File: src/hdl/idedec_pkg.sv
package idedec_pkg;
    // -------------------------------------------------------------------
    // host i/o address ranges
    // -------------------------------------------------------------------
    localparam logic [9:0] CMD_PRI_BASE  = 10'h1f0;  // primary command block
    localparam logic [9:0] CMD_SEC_BASE  = 10'h170;  // secondary command block
    localparam logic [9:0] CTRL_PRI_LO   = 10'h3f6;  // primary control block
    localparam logic [9:0] CTRL_PRI_HI   = 10'h3f7;
    localparam logic [9:0] CTRL_SEC_LO   = 10'h376;  // secondary control block
    localparam logic [9:0] CTRL_SEC_HI   = 10'h377;
    localparam int         CMD_MASK_BITS = 3;        // eight registers per block
    localparam int         CTRL_MASK_BITS = 1;       // two registers per control block

    // -------------------------------------------------------------------
    // configuration bit positions and reset values
    // -------------------------------------------------------------------
    localparam int         FUNC_ACK_BIT  = 1;        // shared pin function bit
    localparam int         ALT_WIDE_BIT  = 2;        // wide select pin function bit
    localparam logic       IDE_EN_RST    = 1'b0;
    localparam logic       SEC_SEL_RST   = 1'b0;
    localparam logic       ACK_MODE_RST  = 1'b0;     // shared pin starts as identity strap
    localparam logic       WIDE_PIN_RST  = 1'b0;     // wide select ignored in reset, then honored while alternate setup bit 2 is clear
    localparam logic       POL_RST       = 1'b1;     // density polarity default
    localparam logic       SEL_N_RST     = 1'b1;     // chip selects idle high
    localparam logic       LATCH_N_RST   = 1'b1;     // latch enables idle high
    localparam logic       D7_RST        = 1'b0;     // bit 7 paths idle low, undriven
    localparam logic       DENS_RST      = 1'b0;
    localparam logic       ACK_N_RST     = 1'b1;

    // -------------------------------------------------------------------
    // strap capture sequencer
    // -------------------------------------------------------------------
    typedef enum logic [1:0] {
        IDEDEC_ST_RESET = 2'b00,
        IDEDEC_ST_LATCH = 2'b01,
        IDEDEC_ST_RUN   = 2'b11
    } idedec_state_t;
endpackage : idedec_pkg

File: src/hdl/idedec_decode.sv
`timescale 1ns/1ps
// combinational window match: base to base + 2**mask_bits - 1
module idedec_decode #(
    parameter int         MASK_BITS = 3,
    parameter logic [9:0] BASE      = 10'h000
) (
    // address
    input  wire logic [9:0] addr,
    // result
    output logic            hit
);
    // compare the upper address bits only
    assign hit = (addr[9:MASK_BITS] == BASE[9:MASK_BITS]);
endmodule : idedec_decode

File: src/hdl/idedec_top.sv
`timescale 1ns/1ps
// --------------------------------------------------------------------------
// Behaviour
// - primary base: 1f0h-1f7h asserts command select
// - secondary base: 170h-177h asserts command select
// - primary base: 3f6h/3f7h asserts control select
// - secondary base: 376h/377h asserts control select
// - disabled interface keeps both selects inactive
// - disabled interface keeps latch enables inactive
// - any drive access enables low byte latch
// - high byte latch only with wide select
// - bit 7 carried on command and 3f6h/376h
// - bit 7 pin floats at 3f7h/377h
// - function bit picks dma ack or identity
// - dma ack mode forces identity one, active high
// - identity level after reset sets density polarity
// --------------------------------------------------------------------------
module idedec_top (
    // clock and reset
    input  wire logic       ref_clk,
    input  wire logic       reset,
    input  wire logic       clk_en,
    // host i/o cycle
    input  wire logic [9:0] host_addr,
    input  wire logic       host_rd_n,
    input  wire logic       host_wr_n,
    input  wire logic       host_d7_out,
    input  wire logic       host_d7_oe,
    output logic            host_d7_in,
    // configuration bits
    input  wire logic       ide_enable,
    input  wire logic       secondary_base,
    input  wire logic [7:0] function_ctrl_reg,
    input  wire logic [7:0] alternate_setup_reg,
    input  wire logic       fast_rate,
    // drive side
    input  wire logic       wide_transfer_select_in_n,
    input  wire logic       drive_dma_ack_in,
    input  wire logic       drive_data_bit7_in,
    output logic            drive_data_bit7_out,
    output logic            drive_data_bit7_oe,
    output logic            drive_cmd_block_select_n,
    output logic            drive_ctrl_block_select_n,
    output logic            low_byte_latch_en_n,
    output logic            high_byte_latch_en_n,
    // floppy density and dma ack
    output logic            density_select_out,
    output logic            ide_dma_ack_n
);
    // ----------------------------------------------------------------------
    // configuration registers
    // ----------------------------------------------------------------------
    // registered copies of the configuration ports
    logic ide_en_q;
    logic sec_q;
    logic ack_mode_q;
    logic wide_pin_q;

    // latch configuration bits into the device
    always_ff @(posedge ref_clk) begin
        if (reset) begin
            ide_en_q   <= idedec_pkg::IDE_EN_RST;
            sec_q      <= idedec_pkg::SEC_SEL_RST;
            ack_mode_q <= idedec_pkg::ACK_MODE_RST;
            wide_pin_q <= idedec_pkg::WIDE_PIN_RST;
        end else if (clk_en) begin
            ide_en_q   <= ide_enable;
            sec_q      <= secondary_base;
            ack_mode_q <= function_ctrl_reg[idedec_pkg::FUNC_ACK_BIT];
            wide_pin_q <= ~alternate_setup_reg[idedec_pkg::ALT_WIDE_BIT];
        end
    end

    // ----------------------------------------------------------------------
    // address decode
    // ----------------------------------------------------------------------
    // raw window hits, one per base and block
    logic hit_cmd_pri;
    logic hit_cmd_sec;
    logic hit_ctl_pri;
    logic hit_ctl_sec;

    idedec_decode #(
        .MASK_BITS (idedec_pkg::CMD_MASK_BITS),
        .BASE      (idedec_pkg::CMD_PRI_BASE)
    ) u_cmd_pri (
        .addr (host_addr),
        .hit  (hit_cmd_pri)
    );

    idedec_decode #(
        .MASK_BITS (idedec_pkg::CMD_MASK_BITS),
        .BASE      (idedec_pkg::CMD_SEC_BASE)
    ) u_cmd_sec (
        .addr (host_addr),
        .hit  (hit_cmd_sec)
    );

    idedec_decode #(
        .MASK_BITS (idedec_pkg::CTRL_MASK_BITS),
        .BASE      (idedec_pkg::CTRL_PRI_LO)
    ) u_ctl_pri (
        .addr (host_addr),
        .hit  (hit_ctl_pri)
    );

    idedec_decode #(
        .MASK_BITS (idedec_pkg::CTRL_MASK_BITS),
        .BASE      (idedec_pkg::CTRL_SEC_LO)
    ) u_ctl_sec (
        .addr (host_addr),
        .hit  (hit_ctl_sec)
    );

    // base-selected hits and strobe-qualified access
    logic cmd_hit;
    logic ctl_hit;
    logic ctl_hi_addr;
    logic access;

    // select the active base, gate with enable and a live strobe
    assign cmd_hit = sec_q ? hit_cmd_sec : hit_cmd_pri;
    assign ctl_hit = sec_q ? hit_ctl_sec : hit_ctl_pri;
    assign ctl_hi_addr = (host_addr == (sec_q ? idedec_pkg::CTRL_SEC_HI
                                              : idedec_pkg::CTRL_PRI_HI));
    assign access  = ide_en_q & (~host_rd_n | ~host_wr_n);

    // ----------------------------------------------------------------------
    // chip selects and byte latch enables
    // ----------------------------------------------------------------------
    // selects decode the address alone, so they lead the strobe
    // and give the drive its setup before the latches open
    always_ff @(posedge ref_clk) begin
        if (reset) begin
            drive_cmd_block_select_n  <= idedec_pkg::SEL_N_RST;
            drive_ctrl_block_select_n <= idedec_pkg::SEL_N_RST;
        end else if (clk_en) begin
            drive_cmd_block_select_n  <= ~(ide_en_q & cmd_hit);
            drive_ctrl_block_select_n <= ~(ide_en_q & ctl_hit);
        end
    end

    // latch enables follow drive accesses; high byte needs the wide select
    always_ff @(posedge ref_clk) begin
        if (reset) begin
            low_byte_latch_en_n  <= idedec_pkg::LATCH_N_RST;
            high_byte_latch_en_n <= idedec_pkg::LATCH_N_RST;
        end else if (clk_en) begin
            low_byte_latch_en_n  <= ~(access & (cmd_hit | ctl_hit));
            high_byte_latch_en_n <= ~(access & (cmd_hit | ctl_hit)
                                      & wide_pin_q & ~wide_transfer_select_in_n);
        end
    end

    // ----------------------------------------------------------------------
    // data bit 7 steering
    // ----------------------------------------------------------------------
    // bit 7 follows the command block and the low control address
    logic d7_route;
    assign d7_route = access & (cmd_hit | (ctl_hit & ~ctl_hi_addr));

    // drive-side bit 7: driven on routed writes only, floats otherwise
    always_ff @(posedge ref_clk) begin
        if (reset) begin
            drive_data_bit7_out <= idedec_pkg::D7_RST;
            drive_data_bit7_oe  <= idedec_pkg::D7_RST;
        end else if (clk_en) begin
            drive_data_bit7_out <= host_d7_out;
            drive_data_bit7_oe  <= d7_route & ~host_wr_n & host_d7_oe;
        end
    end

    // host-side bit 7: pin level on routed cycles, low elsewhere
    always_ff @(posedge ref_clk) begin
        if (reset) begin
            host_d7_in <= idedec_pkg::D7_RST;
        end else if (clk_en) begin
            host_d7_in <= d7_route ? drive_data_bit7_in : 1'b0;
        end
    end

    // ----------------------------------------------------------------------
    // shared pin, identity strap and density polarity
    // ----------------------------------------------------------------------
    // strap sequencer state and captured polarity
    idedec_pkg::idedec_state_t st_q;
    logic                      pol_q;

    // capture the identity level once after reset release
    always_ff @(posedge ref_clk) begin
        if (reset) begin
            st_q  <= idedec_pkg::IDEDEC_ST_RESET;
            pol_q <= idedec_pkg::POL_RST;
        end else if (clk_en) begin
            case (st_q)
                idedec_pkg::IDEDEC_ST_RESET: st_q <= idedec_pkg::IDEDEC_ST_LATCH;
                idedec_pkg::IDEDEC_ST_LATCH: begin
                    pol_q <= ack_mode_q ? 1'b1 : drive_dma_ack_in;
                    st_q  <= idedec_pkg::IDEDEC_ST_RUN;
                end
                idedec_pkg::IDEDEC_ST_RUN: begin
                    if (ack_mode_q) begin
                        pol_q <= 1'b1;
                    end
                end
                default: st_q <= idedec_pkg::IDEDEC_ST_RESET;
            endcase
        end
    end

    // density output, polarity applied to the raw rate
    always_ff @(posedge ref_clk) begin
        if (reset) begin
            density_select_out <= idedec_pkg::DENS_RST;
        end else if (clk_en) begin
            density_select_out <= pol_q ? fast_rate : ~fast_rate;
        end
    end

    // dma ack passes through only while the shared pin is in ack mode
    always_ff @(posedge ref_clk) begin
        if (reset) begin
            ide_dma_ack_n <= idedec_pkg::ACK_N_RST;
        end else if (clk_en) begin
            ide_dma_ack_n <= ack_mode_q ? drive_dma_ack_in : 1'b1;
        end
    end
endmodule : idedec_top

File: config.mk
export PLATFORM = sky130hd
export DESIGN_NAME = idedec_top
export DESIGN_NICKNAME = d
export VERILOG_FILES = /design/src/hdl/idedec_pkg.sv /design/src/hdl/idedec_decode.sv /design/src/hdl/idedec_top.sv
export SDC_FILE = /design/constraint.sdc
export NUM_CORES = 1
export LEC_CHECK = 0
export ABC_CLOCK_PERIOD_IN_PS = 1350
export BUFFER_PORTS_ARGS = -buffer_cell sky130_fd_sc_hd__buf_2
export CAP_MARGIN = 20
export CORE_MARGIN = 3
export CORE_UTILIZATION = 30
export CTS_BUF_LIST = sky130_fd_sc_hd__clkbuf_4 sky130_fd_sc_hd__clkbuf_8
export DETAILED_ROUTE_END_ITERATION = 8
export HOLD_SLACK_MARGIN = 0.02
export PLACE_DENSITY_LB_ADDON = 0.12
export SLEW_MARGIN = 20
export SYNTH_ARGS = -nofsm -noshare
export SYNTH_HDL_FRONTEND = slang
export SYNTH_HIERARCHICAL = 1
export SYNTH_SLANG_ARGS = --single-unit
File: constraint.sdc
create_clock -name ref_clk -period 1.35 [get_ports ref_clk]
set_input_delay 0.27 -clock ref_clk [delete_from_list [all_inputs] [get_ports ref_clk]]
set_output_delay 0.27 -clock ref_clk [all_outputs]
set_load 0.05 [all_outputs]
==> flow_summary.json <==
{
  "outcome": "finished, final reports clean",
  "routed_wirelength_um": 1790,
  "num_rows": 18,
  "floorplan.initialDensity": 0.321,
  "async_reset_ff_frac": 0,
  "postPlaceCellArea_um2": 1050,
  "slew_viol_final": 0,
  "groute.layer.met1.usage": 0.154,
  "maxCapViolCount": 0,
  "diodes": 0,
  "max_freq_mhz": 803,
  "final_nets": 172,
  "synth_area_um2": 802,
  "yosysSeqAreaShare": 0.399,
  "antenna_found_initial": 0,
  "min_to": "wide_pin_q",
  "startpoint_type": "register",
  "first_global_vias": 694,
  "power_w": 0.000989,
  "grt_max_degree": 13,
  "tightest_slew_ns": 0.278,
  "core_um2": 2500,
  "tns_ns": 0,
  "top_usage_layer": "met2",
  "post-route-drc-count": 0,
  "die_y_um": 57.7,
  "hold_depth": 2,
  "switching_share": 0.255,
  "finalHoldViolations": 0,
  "placed_cells": 158,
  "relSlewSlack": 0.813,
  "ant_nets": 0,
  "synth_cell_types": 29,
  "cts_hold_buf": 0,
  "cp.required_ns": 1.53,
  "grtUsageMet3": 0.0535,
  "worst_hold_path_type": "in2reg",
  "p_sw_w": 0.000253,
  "power.internal_w": 0.000736,
  "fin_skew_ns": 0.000854,
  "rr_worst_depth": 4,
  "seqCellArea_um2": 322,
  "grt_use_total": 0.111,
  "instances_no_fill": 162,
  "r2r-start": "sec_q",
  "ir_worst_vdd_v": 0.000778,
  "die-width_um": 57.7,
  "path_clk_slew_ns": 0.09,
  "area_growth_pct": 36.8,
  "synth_edf_count": 0,
  "via_per_inst": 4.70,
  "synth.yosys.warnings": 6,
  "path_cells": "or3b_1 -> nand4_2 -> nor3_1 -> a22o_1",
  "regToRegSetupSlack_ns": 0.10,
  "firstDrtPassIters": 4,
  "use_met2": 0.158,
  "htree_levels": 1,
  "crit_type": "reg2reg",
  "post_cts_resized": 0,
  "holdWs_ns": 0.166,
  "num_vias": 762,
  "setup.worst_path.end_class": "register",
  "cts_buffers": 3,
  "regToRegEndpoint": "host_d7_in",
  "cpPeakStageDelay_ns": 0.38,
  "min_from": "alternate_setup_reg[2]",
  "pwr-share-seq": 0.511,
  "netlist_instances": 90,
  "min_period_ns": 1.25,
  "cp_slowest_cell": "dfxtp_2",
  "syn-mean-instance-area_um2": 8.91,
  "cp_data_arrival_time_ns": 1.43,
  "final-setup-viol-count": 0,
  "period_share": 0.923,
  "fillCellCount": 263,
  "synth_fp_nets": 129,
  "powerDensity_nw_per_um2": 901,
  "combPwrFrac": 0.177,
  "ys.flop_type": "dfxtp_1",
  "multi_input_area_um2": 458,
  "gp_congestion": 0.733,
  "power_frac_clock": 0.312,
  "synth_seq_cells": 16,
  "final_area_um2": 1100,
  "drt-initial-drc-count": 7,
  "p_leak_nw": 0.477,
  "grt.overflow.total": 0,
  "insertion_delay_ns": 0.28,
  "wl_per_cell_um": 11.1,
  "cts-root-buf": "clkbuf_4",
  "clock_path_buffers": 2,
  "grt_pass1_wl_um": 2930,
  "dp_hpwl_um": 1430,
  "ios": 48,
  "cts_tree": "done",
  "cts_setup_buffers": 0,
  "drive_gt1_frac": 0.402,
  "die_area_um2": 3330,
  "crit_fanout": 5,
  "cts_sinks": 16,
  "port_buffers": 33
}
-- power by group through the flow --
stage | clock network [W] | registers, W | logic [W]
2_1_floorplan | 0 | 0.000535 | 0.0000747
3_3_place_gp | 0 | 0.000516 | 0.000171
3_5_place_dp | 0 | 0.000516 | 0.000173
4_1_cts | 0.000327 | 0.000505 | 0.000173
5_1_grt | 0.000342 | 0.000510 | 0.000194
6_report | 0.000309 | 0.000505 | 0.000175
-- cell type report --
class,instances,area share
multi-input cells,67,0.417
repair buffers,42,0.212
clock buffers,4,0.0331
flip-flops and latches,16,0.293
inverters,3,0.0103
well taps,30,0.0342
-- placed cells by master (no fill, tap or decap), types with 4 or more instances in the layout --
cell	synthesis	layout
a21oi_1	5	4
buf_2	2	33
buf_4	0	9
dfxtp_1	16	15
mux2i_1	7	7
nand2_1	9	9
nand2b_1	5	5
nor2_1	12	12
o22ai_1	4	4
-- worst max-delay path, delay by kind of cell (launching register included) --
kind | cells | cell delay [ns]
AO/OA/AOI/OAI | 1 | 0.20
AND/OR/NAND/NOR | 3 | 0.56
flip-flops | 1 | 0.38
-- metrics by stage --
stage	util	setup slack, ns
after global placement	0.419	-0.243
after floorplan	-	0.00248
final	0.439	0.104
after global routing	0.439	-0.00802
after CTS	0.433	0.0428
after detailed placement	0.419	-0.254
-- flip-flops by register name, indices dropped and copies added (netlist names) --
register                   count
ack_mode_q                     1
density_select_out             1
drive_cmd_block_select_n       1
drive_ctrl_block_select_n      1
drive_data_bit7_oe             1
drive_data_bit7_out            1
high_byte_latch_en_n           1
host_d7_in                     1
ide_dma_ack_n                  1
ide_en_q                       1
low_byte_latch_en_n            1
pol_q                          1
sec_q                          1
st_q                           2
wide_pin_q                     1
-- logic make-up (layout without fill, tap and decap cells) --
group / count (synthesis) / in the layout / synth area share
xor+xnor: 2 / 2 / 0.0218
simple gates: 44 / 44 / 0.337
buf+inv: 7 / 49 / 0.0452
compound gates: 14 / 14 / 0.109
mux: 7 / 7 / 0.0874
flops: 16 / 16 / 0.399
-- worst max-delay path by stage --
stage                       startpoint  cells after the start                   to
after global routing      host_addr[7]                      7  low_byte_latch_en_n
final                            sec_q                      4           host_d7_in
after global placement    host_addr[3]                      7  low_byte_latch_en_n
after CTS                        sec_q                      4           host_d7_in
after floorplan           host_addr[3]                      6  low_byte_latch_en_n
after detailed placement  host_addr[3]                      7  low_byte_latch_en_n
-- synthesized netlist by cell type (3+ instances only) --
cell      count  area, um^2
a21oi_1       5        25.0
dfxtp_1      16         320
inv_1         3        11.3
mux2i_1       7        70.1
nand2_1       9        33.8
nand2b_1      5        31.3
nand4_1       3        18.8
nand4b_1      3        26.3
nor2_1       12        45.0
o22ai_1       4        25.0
-- per-layer routing --
layer	share of wire	vias to the layer above
met5	0	-
met4	0.0045	0
met3	0.089	2
met2	0.41	22
met1	0.50	334
li1	-	404
Power figures use the tool's default switching activity.
